## src/include/bcs_pkg.sv

```systemverilog
// Purpose: shared constants and types of the buffer channel scanner
// Assumes: 250 MHz system clock, six buffer channels
// Notes:   channel index 0 is buffer channel 1, index 5 is channel 6

package bcs_pkg;

    // ------------------------------------------------------------
    // channel set and scan order
    // ------------------------------------------------------------
    localparam int CHAN_N = 6;
    typedef logic [2:0] bcs_chan_t;
    typedef logic [CHAN_N-1:0] bcs_vec_t;
    localparam bcs_chan_t CHAN_LAST = 3'h5;
    localparam bcs_chan_t POS_FIRST = 3'h0;
    // channels 1-3-2-6-4-5 as zero based indices
    localparam bcs_chan_t SCAN_ORDER [CHAN_N] = '{3'h0, 3'h2, 3'h1, 3'h5, 3'h3, 3'h4};

    // ------------------------------------------------------------
    // timing
    // ------------------------------------------------------------
    localparam int CLK_NS = 4;
    // single channel word rate with one program access between words, tenths of KC
    localparam int RATE_1CH_WORST_DKC = 685;
    // a program slot and a buffer slot between two words of that channel
    localparam int SLOTS_PER_WORST_WORD = 2;
    // longest storage slot that still reaches that rate, rounded down
    localparam int SLOT_NS = 10000000 / (RATE_1CH_WORST_DKC * SLOTS_PER_WORST_WORD);
    localparam int SLOT_CYCLES_MAX = SLOT_NS / CLK_NS;
    // one scan step per channel fits exactly in a slot
    localparam int SCAN_CYCLES = SLOT_CYCLES_MAX / CHAN_N;
    localparam int SLOT_CYCLES = SCAN_CYCLES * CHAN_N;

    // ------------------------------------------------------------
    // scanner states
    // ------------------------------------------------------------
    typedef enum logic [1:0] {
        BCS_ST_SCAN = 2'h1,
        BCS_ST_HALT = 2'h2
    } bcs_state_t;

endpackage

```

## src/include/bcs_req_if.sv

```systemverilog
// Purpose: carries synchronised equipment ready levels inside the scanner
// Assumes: one clock domain
// Notes:   driven by the pin synchroniser, read by the scanner core

`timescale 1ns/100ps
`default_nettype none

interface bcs_req_if;
    logic [bcs_pkg::CHAN_N-1:0] ready; // per channel ready, clean level
    modport src (output ready);
    modport dst (input ready);
endinterface

`default_nettype wire

```

## src/rtl/bcs_tick_div.sv

```systemverilog
// Purpose: divider that yields a one-cycle enable every PERIOD clocks
// Assumes: PERIOD of two or more
// Notes:   first pulse comes PERIOD cycles after reset release

`timescale 1ns/100ps
`default_nettype none

module bcs_tick_div #(
    parameter int PERIOD = bcs_pkg::SCAN_CYCLES
) (
    input wire logic clock_i,   // system clock
    input wire logic sys_rst_i, // async reset, active high
    output logic tick_o         // one-cycle enable pulse
);
    import bcs_pkg::*;

    localparam int W = $clog2(PERIOD);
    localparam logic [W-1:0] CNT_LAST = W'(PERIOD - 1);
    localparam logic [W-1:0] CNT_STEP = W'(1);

    logic [W-1:0] cnt_r;
    logic [W-1:0] cnt_nxt;
    logic tick_r;
    logic tick_nxt;

    // count up through the period and flag its last cycle
    always_comb begin
        tick_nxt = (cnt_r == CNT_LAST);
        cnt_nxt = tick_nxt ? '0 : cnt_r + CNT_STEP;
    end

    // registers only
    always_ff @(posedge clock_i or posedge sys_rst_i) begin
        if (sys_rst_i) begin
            cnt_r <= '0;
            tick_r <= 1'b0;
        end else begin
            cnt_r <= cnt_nxt;
            tick_r <= tick_nxt;
        end
    end

    assign tick_o = tick_r;

endmodule

`default_nettype wire

```

## src/rtl/bcs_pin_sync.sv

```systemverilog
// Purpose: three-stage synchroniser for equipment ready pins
// Assumes: pins are asynchronous levels
// Notes:   a change is taken once the second and third stage agree

`timescale 1ns/100ps
`default_nettype none

module bcs_pin_sync (
    input wire logic clock_i,                 // system clock
    input wire logic sys_rst_i,               // async reset, active high
    input wire logic [bcs_pkg::CHAN_N-1:0] pin_i, // raw ready pins
    bcs_req_if.src req                        // clean ready levels
);
    import bcs_pkg::*;

    bcs_vec_t s1_r;
    bcs_vec_t s2_r;
    bcs_vec_t s3_r;
    bcs_vec_t out_r;
    bcs_vec_t out_nxt;
    bcs_vec_t agree_w;

    // keep the old level while the late stages disagree
    always_comb begin
        agree_w = ~(s2_r ^ s3_r);
        out_nxt = (agree_w & s3_r) | (~agree_w & out_r);
    end

    // stage one feeds stage two only
    always_ff @(posedge clock_i or posedge sys_rst_i) begin
        if (sys_rst_i) begin
            s1_r <= '0;
            s2_r <= '0;
            s3_r <= '0;
            out_r <= '0;
        end else begin
            s1_r <= pin_i;
            s2_r <= s1_r;
            s3_r <= s2_r;
            out_r <= out_nxt;
        end
    end

    assign req.ready = out_r;

endmodule

`default_nettype wire

```

## src/rtl/bcs_scanner.sv

```systemverilog
// Purpose: buffer control scanner granting storage words to six channels
// Assumes: armed and program request come from logic on clock_i
// Notes:   one buffer word or one program access per storage slot

`timescale 1ns/100ps
`default_nettype none

module bcs_scanner (
    input wire logic clock_i,                          // system clock 250 MHz
    input wire logic sys_rst_i,                        // async reset, active high
    input wire logic [bcs_pkg::CHAN_N-1:0] chan_armed_i, // buffer started by program
    input wire logic [bcs_pkg::CHAN_N-1:0] chan_ready_i, // equipment ready pins
    input wire logic prog_req_i,                       // program wants storage
    output logic [bcs_pkg::CHAN_N-1:0] buf_grant_o,    // one word to this channel
    output bcs_pkg::bcs_chan_t buf_chan_o,             // channel of last word
    output logic prog_grant_o,                         // slot given to program
    output logic slot_o,                               // storage slot boundary
    output bcs_pkg::bcs_chan_t scan_chan_o,            // channel under the scanner
    output logic halted_o                              // scanner halted on request
);
    import bcs_pkg::*;

    // ------------------------------------------------------------
    // helpers
    // ------------------------------------------------------------

    // one-hot select line of a channel index
    function automatic bcs_vec_t chan_onehot(input bcs_chan_t c);
        chan_onehot = bcs_vec_t'(1) << c;
    endfunction

    localparam bcs_chan_t POS_STEP = 3'h1;

    // ------------------------------------------------------------
    // input side
    // ------------------------------------------------------------
    bcs_req_if rdy_if ();

    bcs_pin_sync u_sync (
        .clock_i(clock_i),
        .sys_rst_i(sys_rst_i),
        .pin_i(chan_ready_i),
        .req(rdy_if)
    );

    logic scan_tick_w;

    bcs_tick_div #(
        .PERIOD(SCAN_CYCLES)
    ) u_div (
        .clock_i(clock_i),
        .sys_rst_i(sys_rst_i),
        .tick_o(scan_tick_w)
    );

    // ------------------------------------------------------------
    // state
    // ------------------------------------------------------------
    bcs_state_t state_r;
    bcs_state_t state_nxt;
    bcs_chan_t pos_r;
    bcs_chan_t pos_nxt;
    bcs_chan_t slot_cnt_r;
    bcs_chan_t slot_cnt_nxt;
    logic slot_tick_r;
    logic slot_tick_nxt;
    bcs_chan_t last_chan_r;
    bcs_chan_t last_chan_nxt;
    logic last_valid_r;
    logic last_valid_nxt;
    bcs_vec_t buf_grant_r;
    bcs_vec_t buf_grant_nxt;
    bcs_chan_t buf_chan_r;
    bcs_chan_t buf_chan_nxt;
    logic prog_grant_r;
    logic prog_grant_nxt;
    bcs_chan_t scan_chan_r;

    bcs_vec_t req_w;
    bcs_chan_t cur_chan_w;
    logic cur_req_w;
    bcs_chan_t pos_inc_w;
    logic same_w;
    logic yield_w;
    logic buf_take_w;
    logic advance_w;

    // all six requests live at once
    assign req_w = chan_armed_i & rdy_if.ready;

    // scanner position decode
    assign cur_chan_w = SCAN_ORDER[pos_r];
    assign cur_req_w = req_w[cur_chan_w];
    assign pos_inc_w = (pos_r == CHAN_LAST) ? POS_FIRST : pos_r + POS_STEP;

    assign same_w = last_valid_r && (cur_chan_w == last_chan_r);
    assign yield_w = prog_req_i && same_w;

    assign buf_take_w = slot_tick_r && (state_r == BCS_ST_HALT) && cur_req_w && !yield_w;

    // ------------------------------------------------------------
    // slot timing
    // ------------------------------------------------------------

    always_comb begin
        slot_cnt_nxt = slot_cnt_r;
        slot_tick_nxt = 1'b0;
        if (scan_tick_w) begin
            slot_tick_nxt = (slot_cnt_r == CHAN_LAST);
            slot_cnt_nxt = slot_tick_nxt ? POS_FIRST : slot_cnt_r + POS_STEP;
        end
    end

    always_ff @(posedge clock_i or posedge sys_rst_i) begin
        if (sys_rst_i) begin
            slot_cnt_r <= '0;
            slot_tick_r <= 1'b0;
        end else begin
            slot_cnt_r <= slot_cnt_nxt;
            slot_tick_r <= slot_tick_nxt;
        end
    end

    // ------------------------------------------------------------
    // scanner
    // ------------------------------------------------------------

    // next scanner state, grants and position
    always_comb begin
        state_nxt = state_r;
        pos_nxt = pos_r;
        last_chan_nxt = last_chan_r;
        last_valid_nxt = last_valid_r;
        buf_grant_nxt = '0;
        buf_chan_nxt = buf_chan_r;
        advance_w = 1'b0;
        case (state_r)
            BCS_ST_SCAN: begin
                if (scan_tick_w) begin
                    if (cur_req_w) begin
                        state_nxt = BCS_ST_HALT;
                    end else begin
                        pos_nxt = pos_inc_w;
                        advance_w = 1'b1;
                    end
                end
            end
            BCS_ST_HALT: begin
                if (!cur_req_w) begin
                    state_nxt = BCS_ST_SCAN;
                end else if (buf_take_w) begin
                    buf_grant_nxt = chan_onehot(cur_chan_w);
                    buf_chan_nxt = cur_chan_w;
                    last_chan_nxt = cur_chan_w;
                    last_valid_nxt = 1'b1;
                    pos_nxt = pos_inc_w;
                    advance_w = 1'b1;
                    state_nxt = BCS_ST_SCAN;
                end else if (slot_tick_r && yield_w) begin
                    // yield only once, next slot is ours
                    last_valid_nxt = 1'b0;
                end
            end
            default: begin
                state_nxt = BCS_ST_SCAN;
            end
        endcase
    end

    always_comb begin
        prog_grant_nxt = slot_tick_r && prog_req_i && !buf_take_w;
    end

    always_ff @(posedge clock_i or posedge sys_rst_i) begin
        if (sys_rst_i) begin
            state_r <= BCS_ST_SCAN;
            pos_r <= '0;
            last_chan_r <= '0;
            last_valid_r <= 1'b0;
            buf_grant_r <= '0;
            buf_chan_r <= '0;
            prog_grant_r <= 1'b0;
            scan_chan_r <= '0;
        end else begin
            state_r <= state_nxt;
            pos_r <= pos_nxt;
            last_chan_r <= last_chan_nxt;
            last_valid_r <= last_valid_nxt;
            buf_grant_r <= buf_grant_nxt;
            buf_chan_r <= buf_chan_nxt;
            prog_grant_r <= prog_grant_nxt;
            scan_chan_r <= SCAN_ORDER[pos_nxt];
        end
    end

    // outputs
    assign buf_grant_o = buf_grant_r;
    assign buf_chan_o = buf_chan_r;
    assign prog_grant_o = prog_grant_r;
    assign slot_o = slot_tick_r;
    assign scan_chan_o = scan_chan_r;
    assign halted_o = (state_r == BCS_ST_HALT);

    // ------------------------------------------------------------
    // checks
    // ------------------------------------------------------------
    localparam logic [10:0] SLOT_GAP = 11'(SLOT_CYCLES - 1);
    localparam bcs_chan_t STEPS_MAX = 3'h7;
    logic [10:0] gap_r;
    logic seen_r;
    bcs_chan_t steps_r;

    // slot spacing and scan steps since the last word
    always_ff @(posedge clock_i or posedge sys_rst_i) begin
        if (sys_rst_i) begin
            gap_r <= '0;
            seen_r <= 1'b0;
            steps_r <= '0;
        end else begin
            gap_r <= slot_tick_r ? '0 : gap_r + 11'h1;
            seen_r <= seen_r | slot_tick_r;
            if (buf_take_w) begin
                steps_r <= '0;
            end else if (advance_w && steps_r != STEPS_MAX) begin
                steps_r <= steps_r + POS_STEP;
            end
        end
    end
endmodule

`default_nettype wire

```

## config.mk

```make
export PLATFORM = sky130hd
export DESIGN_NAME = bcs_scanner
export DESIGN_NICKNAME = d
export VERILOG_FILES = /design/src/include/bcs_pkg.sv /design/src/include/bcs_req_if.sv /design/src/rtl/bcs_tick_div.sv /design/src/rtl/bcs_pin_sync.sv /design/src/rtl/bcs_scanner.sv
export SDC_FILE = /design/constraint.sdc
export NUM_CORES = 1
export LEC_CHECK = 0
export ABC_AREA = 1
export BUFFER_PORTS_ARGS = -buffer_cell sky130_fd_sc_hd__buf_2
export CAP_MARGIN = 25
export CORE_ASPECT_RATIO = 1.5
export CORE_UTILIZATION = 50
export DETAILED_ROUTE_END_ITERATION = 8
export PLACE_DENSITY = 0.7
export SLEW_MARGIN = 20
export SYNTH_ARGS = -nofsm -noshare
export SYNTH_HDL_FRONTEND = slang
export SYNTH_SLANG_ARGS = --single-unit
```

## constraint.sdc

```tcl
create_clock -name clock_i -period 5 [get_ports clock_i]
set_input_delay 1.5 -clock clock_i [delete_from_list [all_inputs] [get_ports clock_i]]
set_output_delay 1.5 -clock clock_i [all_outputs]
set_load 0.01 [all_outputs]
```

==> run metrics, run 1 <==
die width=between 50 and 60 microns; Final Skew=0.008576 ns; initial antenna violation count=0; Util after Layout=0.5970; Routability Congestion=~0.86; Post-Syn Area per Cell=between 9 and 10 sq um; Max VDD drop=around 0.00028 V; crit path DAT=about 1.4 ns; Post-Layout Cell Count=approximately 360; layout cells sized above 1=0.2603; Setup TNS Final=0 ns; Final Critical Period=~2.9 ns; largest net degree at the start of global routing=58; Leak Pwr=between 1.5 and 2 nW; total track usage=0.1823; via count=around 1700; CTS Buf Count=9; Die H=88.43 microns; final setup violation count=0; Antenna Violating Nets Remaining=0; Port-buffer cells=29; H-Tree Depth=3; Critical Path End Type=output pin; Crit Path Category=reg -> out; Worst Tran Pin Value=roughly 0.67 ns; Area growth syn-to-layout=15.33%; Fillers=around 460; Hold Path Class=reg -> reg; cell count after placement=342; Slew headroom=0.5535; CTS hold repair buffers=0; status=finished clean; Tot Pwr=a little under 0.0009 W; R2R Path Start=pos_r[0]; Congestion Overflow GR=0; num ports=30; Clock Root Buffer=clkbuf_8; area of the mapped netlist=approximately 0.0025 sq mm; ANT cells=0; Mapped Nets=roughly 270; worst skew pair latency=~0.33 ns; clk buf depth=2; Rows=31; sequential area share after synthesis=0.5734; Hold Crit Depth=0; Post-CTS Setup Repair Bufs=0; vias in the first global route=1740; fin nets=just over 300; Starting Density=0.5177; #FFs+latches synth=57; endpoints failing hold=0; DR DRC count=0; total number of yosys warnings=0; CTS resizes=0; Via density=4.743; wire per inst=roughly 11 microns; number of DRC markers in iteration 0=37; drt total wl=just over 4 mm; CP required=approximately 3.5 ns; Core Area=0.004810 sq mm; die area=between 0.005 and 0.006 sq mm; Worst Setup Start Kind=register; crit path max fanout=7; MaxCap Viol Count=0; CTS clock-pin slew for the worst setup and hold paths=around 0.070 ns; Synth Instances=250; Fmax=between 0.3 and 0.4 GHz; Endpoint, Worst Hold=u_sync.s2_r[2]; Final Max Slew Viols=0; first-pass GRT wire length=between 7 and 8 mm; hpwl dp=between 2 and 3 mm; first-pass detailed-route iteration total=4; Period Utilization, post-route=0.5859; CTS sink count=between 50 and 60; reg2reg end=scan_chan_o[1]; Register-to-Register Path Depth=15; RSZ-0062 raised after global routing=no; Pwr Density=around 310 mW/mm^2; synth unique cells=32; R2R Setup Slk=2.73 ns; CTS tree=yes; hold wc startpoint=u_sync.s1_r[2]
## worst max-delay path by stage
stage                                from              to  depth (start not counted)
after floorplan                 sys_rst_i       async pin                          1
after global placement    chan_armed_i[4]  scan_chan_o[1]                         15
after detailed placement  chan_armed_i[4]  scan_chan_o[1]                         15
after CTS                      state_r[0]        halted_o                          3
after global routing           state_r[0]        halted_o                          3
final                          state_r[0]        halted_o                          3
## report_power, final
| group | internal, W | switching [W] | total, W | leakage, nW |
|---|---|---|---|---|
| Clock | 0.000198 | 0.000192 | 0.000390 | 0.0895 |
| Sequential | 0.000473 | 0.00000566 | 0.000479 | 0.708 |
| Combinational | 0.0000102 | 0.0000158 | 0.0000260 | 0.713 |
| Total | 0.000681 | 0.000214 | 0.000895 | 1.51 |
## worst max-delay path, stage by stage (launching register included)
cell,delay (ns)
dfstp_2,0.55
inv_1,0.05
ha_1,0.31
buf_2,0.19
## kinds of logic (layout without fill, tap and decap cells)
group	count (synthesis)	after routing	share of synthesized area
AOI/OAI and AO/OA	20	20	0.04825
xor gates and xnor gates	5	5	0.01759
adders and majority gates	9	9	0.03920
buffers and inverters	38	80	0.07085
DFF	57	57	0.5734
and+or+nand+nor	121	121	0.2508
## synthesized netlist by cell type (all sizes together)
cell     n  area, sq um
a21oi    7        46.30
buf      3        37.53
clkbuf   1        3.750
clkinv   2        12.51
dfrtp   56         1401
dfstp    1        26.28
ha       3        37.54
inv     32        122.6
maj3     6        60.06
nand2   65        294.0
nand3   23        175.2
nand4    3        18.77
nor2    26        115.1
nor3     3        15.01
nor4     1        6.260
o21a     1        7.510
o21ai   11        58.81
o21bai   1        7.510
xnor2    1        8.760
xor2     4        35.03
## final cells by class
type	count	area (sq um)	share of cell area
Sequential cell	57	1428	0.4972
Timing Repair Buffer	30	152.6	0.05316
Clock buffer	10	137.6	0.04793
Tap cell	66	82.58	0.02876
Clock inverter	6	50.05	0.01743
Inverter	34	135.1	0.04706
Multi-Input combinational cell	155	885.9	0.3085
## layer usage
metal / GRT usage / vias to the layer above / part of all wire
li1: - / 859 / -
met1: 0.1846 / 797 / 0.42
met2: 0.3238 / 29 / 0.52
met4: 0.1142 / 0 / 0.036
met3: 0.04971 / 13 / 0.026
met5: 0 / - / 0
## metrics by stage
step	setup WS, ns	hold WS [ns]	cell area [sq um]
floorplan	2.102	0.3312	2490
CTS	2.063	0.3532	2872
finish	2.070	0.3489	2872
global placement	2.146	0.3316	2684
detailed placement	2.111	0.3365	2684
global route	2.015	0.3562	2872
## cells in the final DEF, fill, tap and decap left out, types with 2 or more instances in the layout
cell type   Yosys  final
nand3_1        17     17
nor2_2          4      4
nand2_4         4      4
ha_1            3      3
clkinvlp_4      0      2
nand2_2         8      8
nand3_4         4      4
clkbuf_8        0     10
o21ai_0        10     10
inv_6           0      2
nand3_2         2      2
a21oi_1         6      6
inv_1          30     29
nand2_1        53     53
nor2_1         21     21
inv_2           1      2
xor2_1          4      4
dfrtp_1        56     56
nand4_1         3      3
nor3_1          3      3
buf_2           0     29
maj3_1          6      6
clkinv_4        1      3
(Power assumes the default switching activity.)
==> run 2, diff against run 1 <==
--- a/config.mk
+++ b/config.mk
@@ -5,13 +5,13 @@
 export SDC_FILE = /design/constraint.sdc
 export NUM_CORES = 1
 export LEC_CHECK = 0
-export ABC_AREA = 1
+export ABC_AREA = 0
 export BUFFER_PORTS_ARGS = -buffer_cell sky130_fd_sc_hd__buf_2
 export CAP_MARGIN = 25
 export CORE_ASPECT_RATIO = 1.5
 export CORE_UTILIZATION = 50
 export DETAILED_ROUTE_END_ITERATION = 8
-export PLACE_DENSITY = 0.7
+export PLACE_DENSITY = 0.73
 export SLEW_MARGIN = 20
 export SYNTH_ARGS = -nofsm -noshare
 export SYNTH_HDL_FRONTEND = slang
==> constraint.sdc (replaced) <==
create_clock -name clock_i -period 2.4 [get_ports clock_i]
set_input_delay 0.72 -clock clock_i [delete_from_list [all_inputs] [get_ports clock_i]]
set_output_delay 0.72 -clock clock_i [all_outputs]
set_load 0.01 [all_outputs]
==> run 2 against run 1 <==
Worst hold slack worse by 0.0012 ns. Clock skew is 0.00061 ns lower. Register-to-register slack lost 2.6 ns. Critical path depth up 5. Design area grew 1.2%. Synthesized area down 5.2%. Non-clock buffer count grew 14. First-iteration DRC count rose by 68%. Cell count down 9.5%. Wire length is 11% higher. Sequential cell count is the same. Largest cell class unchanged. Largest power group is now the clock network. Highest routed layer unchanged.
==> run metrics, run 2 <==
Hold Path Class=reg -> reg (unchanged); commonest non-fill, non-tap cell in the layout=dfrtp_1 (unchanged); Final Skew=0.007963 ns (was 0.008576 ns); synth unique cells=50 (was 32); cell accounting for the most synthesized area=dfrtp_1 (unchanged); Via density=5.321 (was 4.743); reg2reg end=scan_chan_o[1] (unchanged); Period Utilization, post-route=0.9459; most frequent cell after synthesis=dfrtp_1 (unchanged); worst skew pair latency=0.34 ns (was 0.33 ns); largest net degree at the start of global routing=58 (unchanged); worst setup path start=buf_chan_o[1] (was state_r[0]); most frequent cells in the layout=56 x dfrtp_1, 29 x buf_2, 23 x nand2_1 (was 56 x dfrtp_1, 53 x nand2_1, 29 x inv_1, 29 x buf_2, 21 x nor2_1); crit path max fanout=5 (was 7); Starting Density=0.5196 (was 0.5177); Rows=30 (was 31); Synth Instances=207 (was 250); area of the mapped netlist=0.002360 sq mm (was 0.002490 sq mm); total track usage=0.2117 (was 0.1823); Clock Root Buffer=clkbuf_8 (unchanged); H-Tree Depth=3 (unchanged); Fmax=around 0.44 GHz; Slew headroom=0.5691 (was 0.5535); WP depth=8 (was 3); hold_ws=0.3478 ns (was 0.3489 ns); Final Max Slew Viols=0 (unchanged); CTS hold repair buffers=0 (unchanged); Critical Path End Type=register (was output pin); RSZ-0062 raised after global routing=no (unchanged); CTS sink count=57 (unchanged); Worst Setup Start Kind=register (unchanged); die area=0.005004 sq mm (was 0.005272 sq mm); Post-Syn Area per Cell=11.40 sq um (was 9.960 sq um); fin nets=273 (was 305); Core Area=0.004542 sq mm (was 0.004810 sq mm); slowest stage delay, CP=0.52 ns (was 0.55 ns); DR DRC count=0 (unchanged); CP delay by family, top=simple AND/OR/NAND/NOR gates (was flip-flops); Worst Setup EP=scan_chan_o[1] (was halted_o); drt total wl=4.457 mm (was 4.030 mm); via count=1724 (was 1698); top_reg_cell synth=dfrtp_1 (unchanged); Routability Congestion=0.9099 (was 0.8624); CP Cell Sequence=or4_1, a41o_1, a31oi_2, nand4b_4, nor4b_1, buf_4, nor3_4, mux2i_1 (was inv_1, ha_1, buf_2); Tot Pwr=0.002059 W (was 0.0008951 W); ANT cells=0 (unchanged); Die H=86.14 microns (was 88.43 microns); Final Critical Period=about 2.3 ns; Area contributors post-synth=dfrtp_1 59%, nand2_1 3.7%, nor2_1 2.7% (was dfrtp_1 56%, nand2_1 8.0%, inv_1 4.5%); layout cells sized above 1=0.2769 (was 0.2603); R2R Path Start=buf_chan_o[1] (was pos_r[0]); initial antenna violation count=0 (unchanged); Antenna Violating Nets Remaining=0 (unchanged); Critical Path Slowest Stage Cell=or4_1 (was dfstp_2); Port-buffer cells=29 (unchanged); Buf/Inv on CP=1 (was 2); hold wc startpoint=u_sync.s1_r[4] (was u_sync.s1_r[2]); vias in the first global route=1695 (was 1740); final setup violation count=0 (unchanged); Post-synth top cells=56 x dfrtp_1, 23 x nand2_1, 17 x nor2_1, 12 x nand3_1, 11 x inv_1 (was 56 x dfrtp_1, 53 x nand2_1, 30 x inv_1, 21 x nor2_1, 17 x nand3_1); number of DRC markers in iteration 0=62 (was 37); Synth async-reset ratio=1.000 (unchanged); MaxCap Viol Count=0 (unchanged); endpoints failing hold=0 (unchanged); hpwl dp=3.163 mm (was 2.931 mm); Crit Path Category=reg -> reg (was reg -> out); Leak Pwr=1.402 nW (was 1.510 nW); Max VDD drop=0.0005796 V (was 0.0002818 V); Worst Tran Pin Value=0.6404 ns (was 0.6698 ns); number of synthesized flops with an enable pin=0 (unchanged); clk buf depth=2 (unchanged); Hold Crit Depth=0 (unchanged); total number of yosys warnings=0 (unchanged); CP required=2.66 ns (was 3.50 ns); Area growth syn-to-layout=23.12% (was 15.33%); Placed Area=0.002673 sq mm (was 0.002684 sq mm); Util after Layout=0.6397 (was 0.5970); R2R Setup Slk=0.13 ns (was 2.73 ns); final instance area=0.002905 sq mm (was 0.002872 sq mm); first-pass GRT wire length=7.569 mm (was 7.010 mm); CTS Buf Count=9 (unchanged); num ports=30 (unchanged); first-pass detailed-route iteration total=4 (unchanged); post-synth top area share=0.5938 (was 0.5628); Pwr Density=708.8 mW/mm^2 (was 311.7 mW/mm^2); CTS tree=yes (unchanged); Congestion Overflow GR=0 (unchanged); sequential area share after synthesis=0.6050 (was 0.5734); Setup TNS Final=0 ns (unchanged); crit path DAT=2.53 ns (was 1.43 ns); Register-to-Register Path Depth=8 (was 15); Mapped Nets=225 (was 268); wire per inst=13.76 microns (was 11.26 microns); CTS clock-pin slew for the worst setup and hold paths=0.07 ns (about the same); die width=58.09 microns (was 59.62 microns); #FFs+latches synth=57 (unchanged); status=finished clean (unchanged)
-- run 2: cell types whose count changed after synthesis, moves of 3 or more --
cell     change
nand2_1     -30
xnor2_1      +3
nor2_1       -4
nor2_2       -4
mux2i_1      +3
nand3_4      -4
nand3_1      -5
nand2_4      -4
inv_1       -19
nand2_2      -8
buf_2        +3
-- run 2: area by class of cell --
class                   instances  area [sq um]
repair buffers                 44         270.3
flip-flops and latches         57          1428
inverters                      11         41.29
clock inverters                 5         77.57
clock buffers                  11         151.4
fillers                       379          1637
multi-input cells             132         857.1
well taps                      64         80.08
-- run 2: cells by family (layout without fill, tap and decap cells) --
group	count (synthesis)	after routing	synth area share
AOI/OAI and AO/OA	34	34	0.1029
xor gates and xnor gates	7	7	0.02598
adders and majority gates	9	9	0.04136
buffers and inverters	18	71	0.03340
DFF	57	57	0.6050
muxes	4	4	0.01750
and+or+nand+nor	78	78	0.1739
-- run 2: how the worst min path moves through the flow --
stage and to:
2_1_floorplan u_sync.s2_r[0], 3_3_place_gp u_sync.s2_r[0], 3_5_place_dp u_sync.s2_r[1], 4_1_cts u_sync.s2_r[1]
5_1_grt u_sync.s2_r[0], 6_report u_sync.s2_r[4]
-- run 2: stage by stage --
stage	worst slack [ns]	std cells
2_1_floorplan	0.1880	207
5_1_grt	0.01054	324
4_1_cts	0.06856	324
6_report	0.1299	324
3_3_place_gp	-0.01447	308
3_5_place_dp	0.002321	308
-- run 2: power by group --
part / internal, W / switching, W
Sequential: 0.000987 / 0.0000115
Combinational: 0.0000234 / 0.0000306
Clock: 0.000636 / 0.000371
Total: 0.00165 / 0.000413
-- run 2: per-layer routing --
layer | GRT usage | up-vias | share of wire | routed length [microns]
li1 | - | 826 | - | -
met1 | 0.2157 | 839 | 0.38 | 1692
met3 | 0.06335 | 13 | 0.043 | 190
met5 | 0 | - | 0 | 0
met4 | 0.1104 | 0 | 0.026 | 117
met2 | 0.3793 | 46 | 0.55 | 2457
-- run 2: timing repair --
item,in CTS,in global routing
resized for setup,0,2
setup endpoints to repair,0,1
endpoints found under the hold margin,0,0
setup buffers,0,0
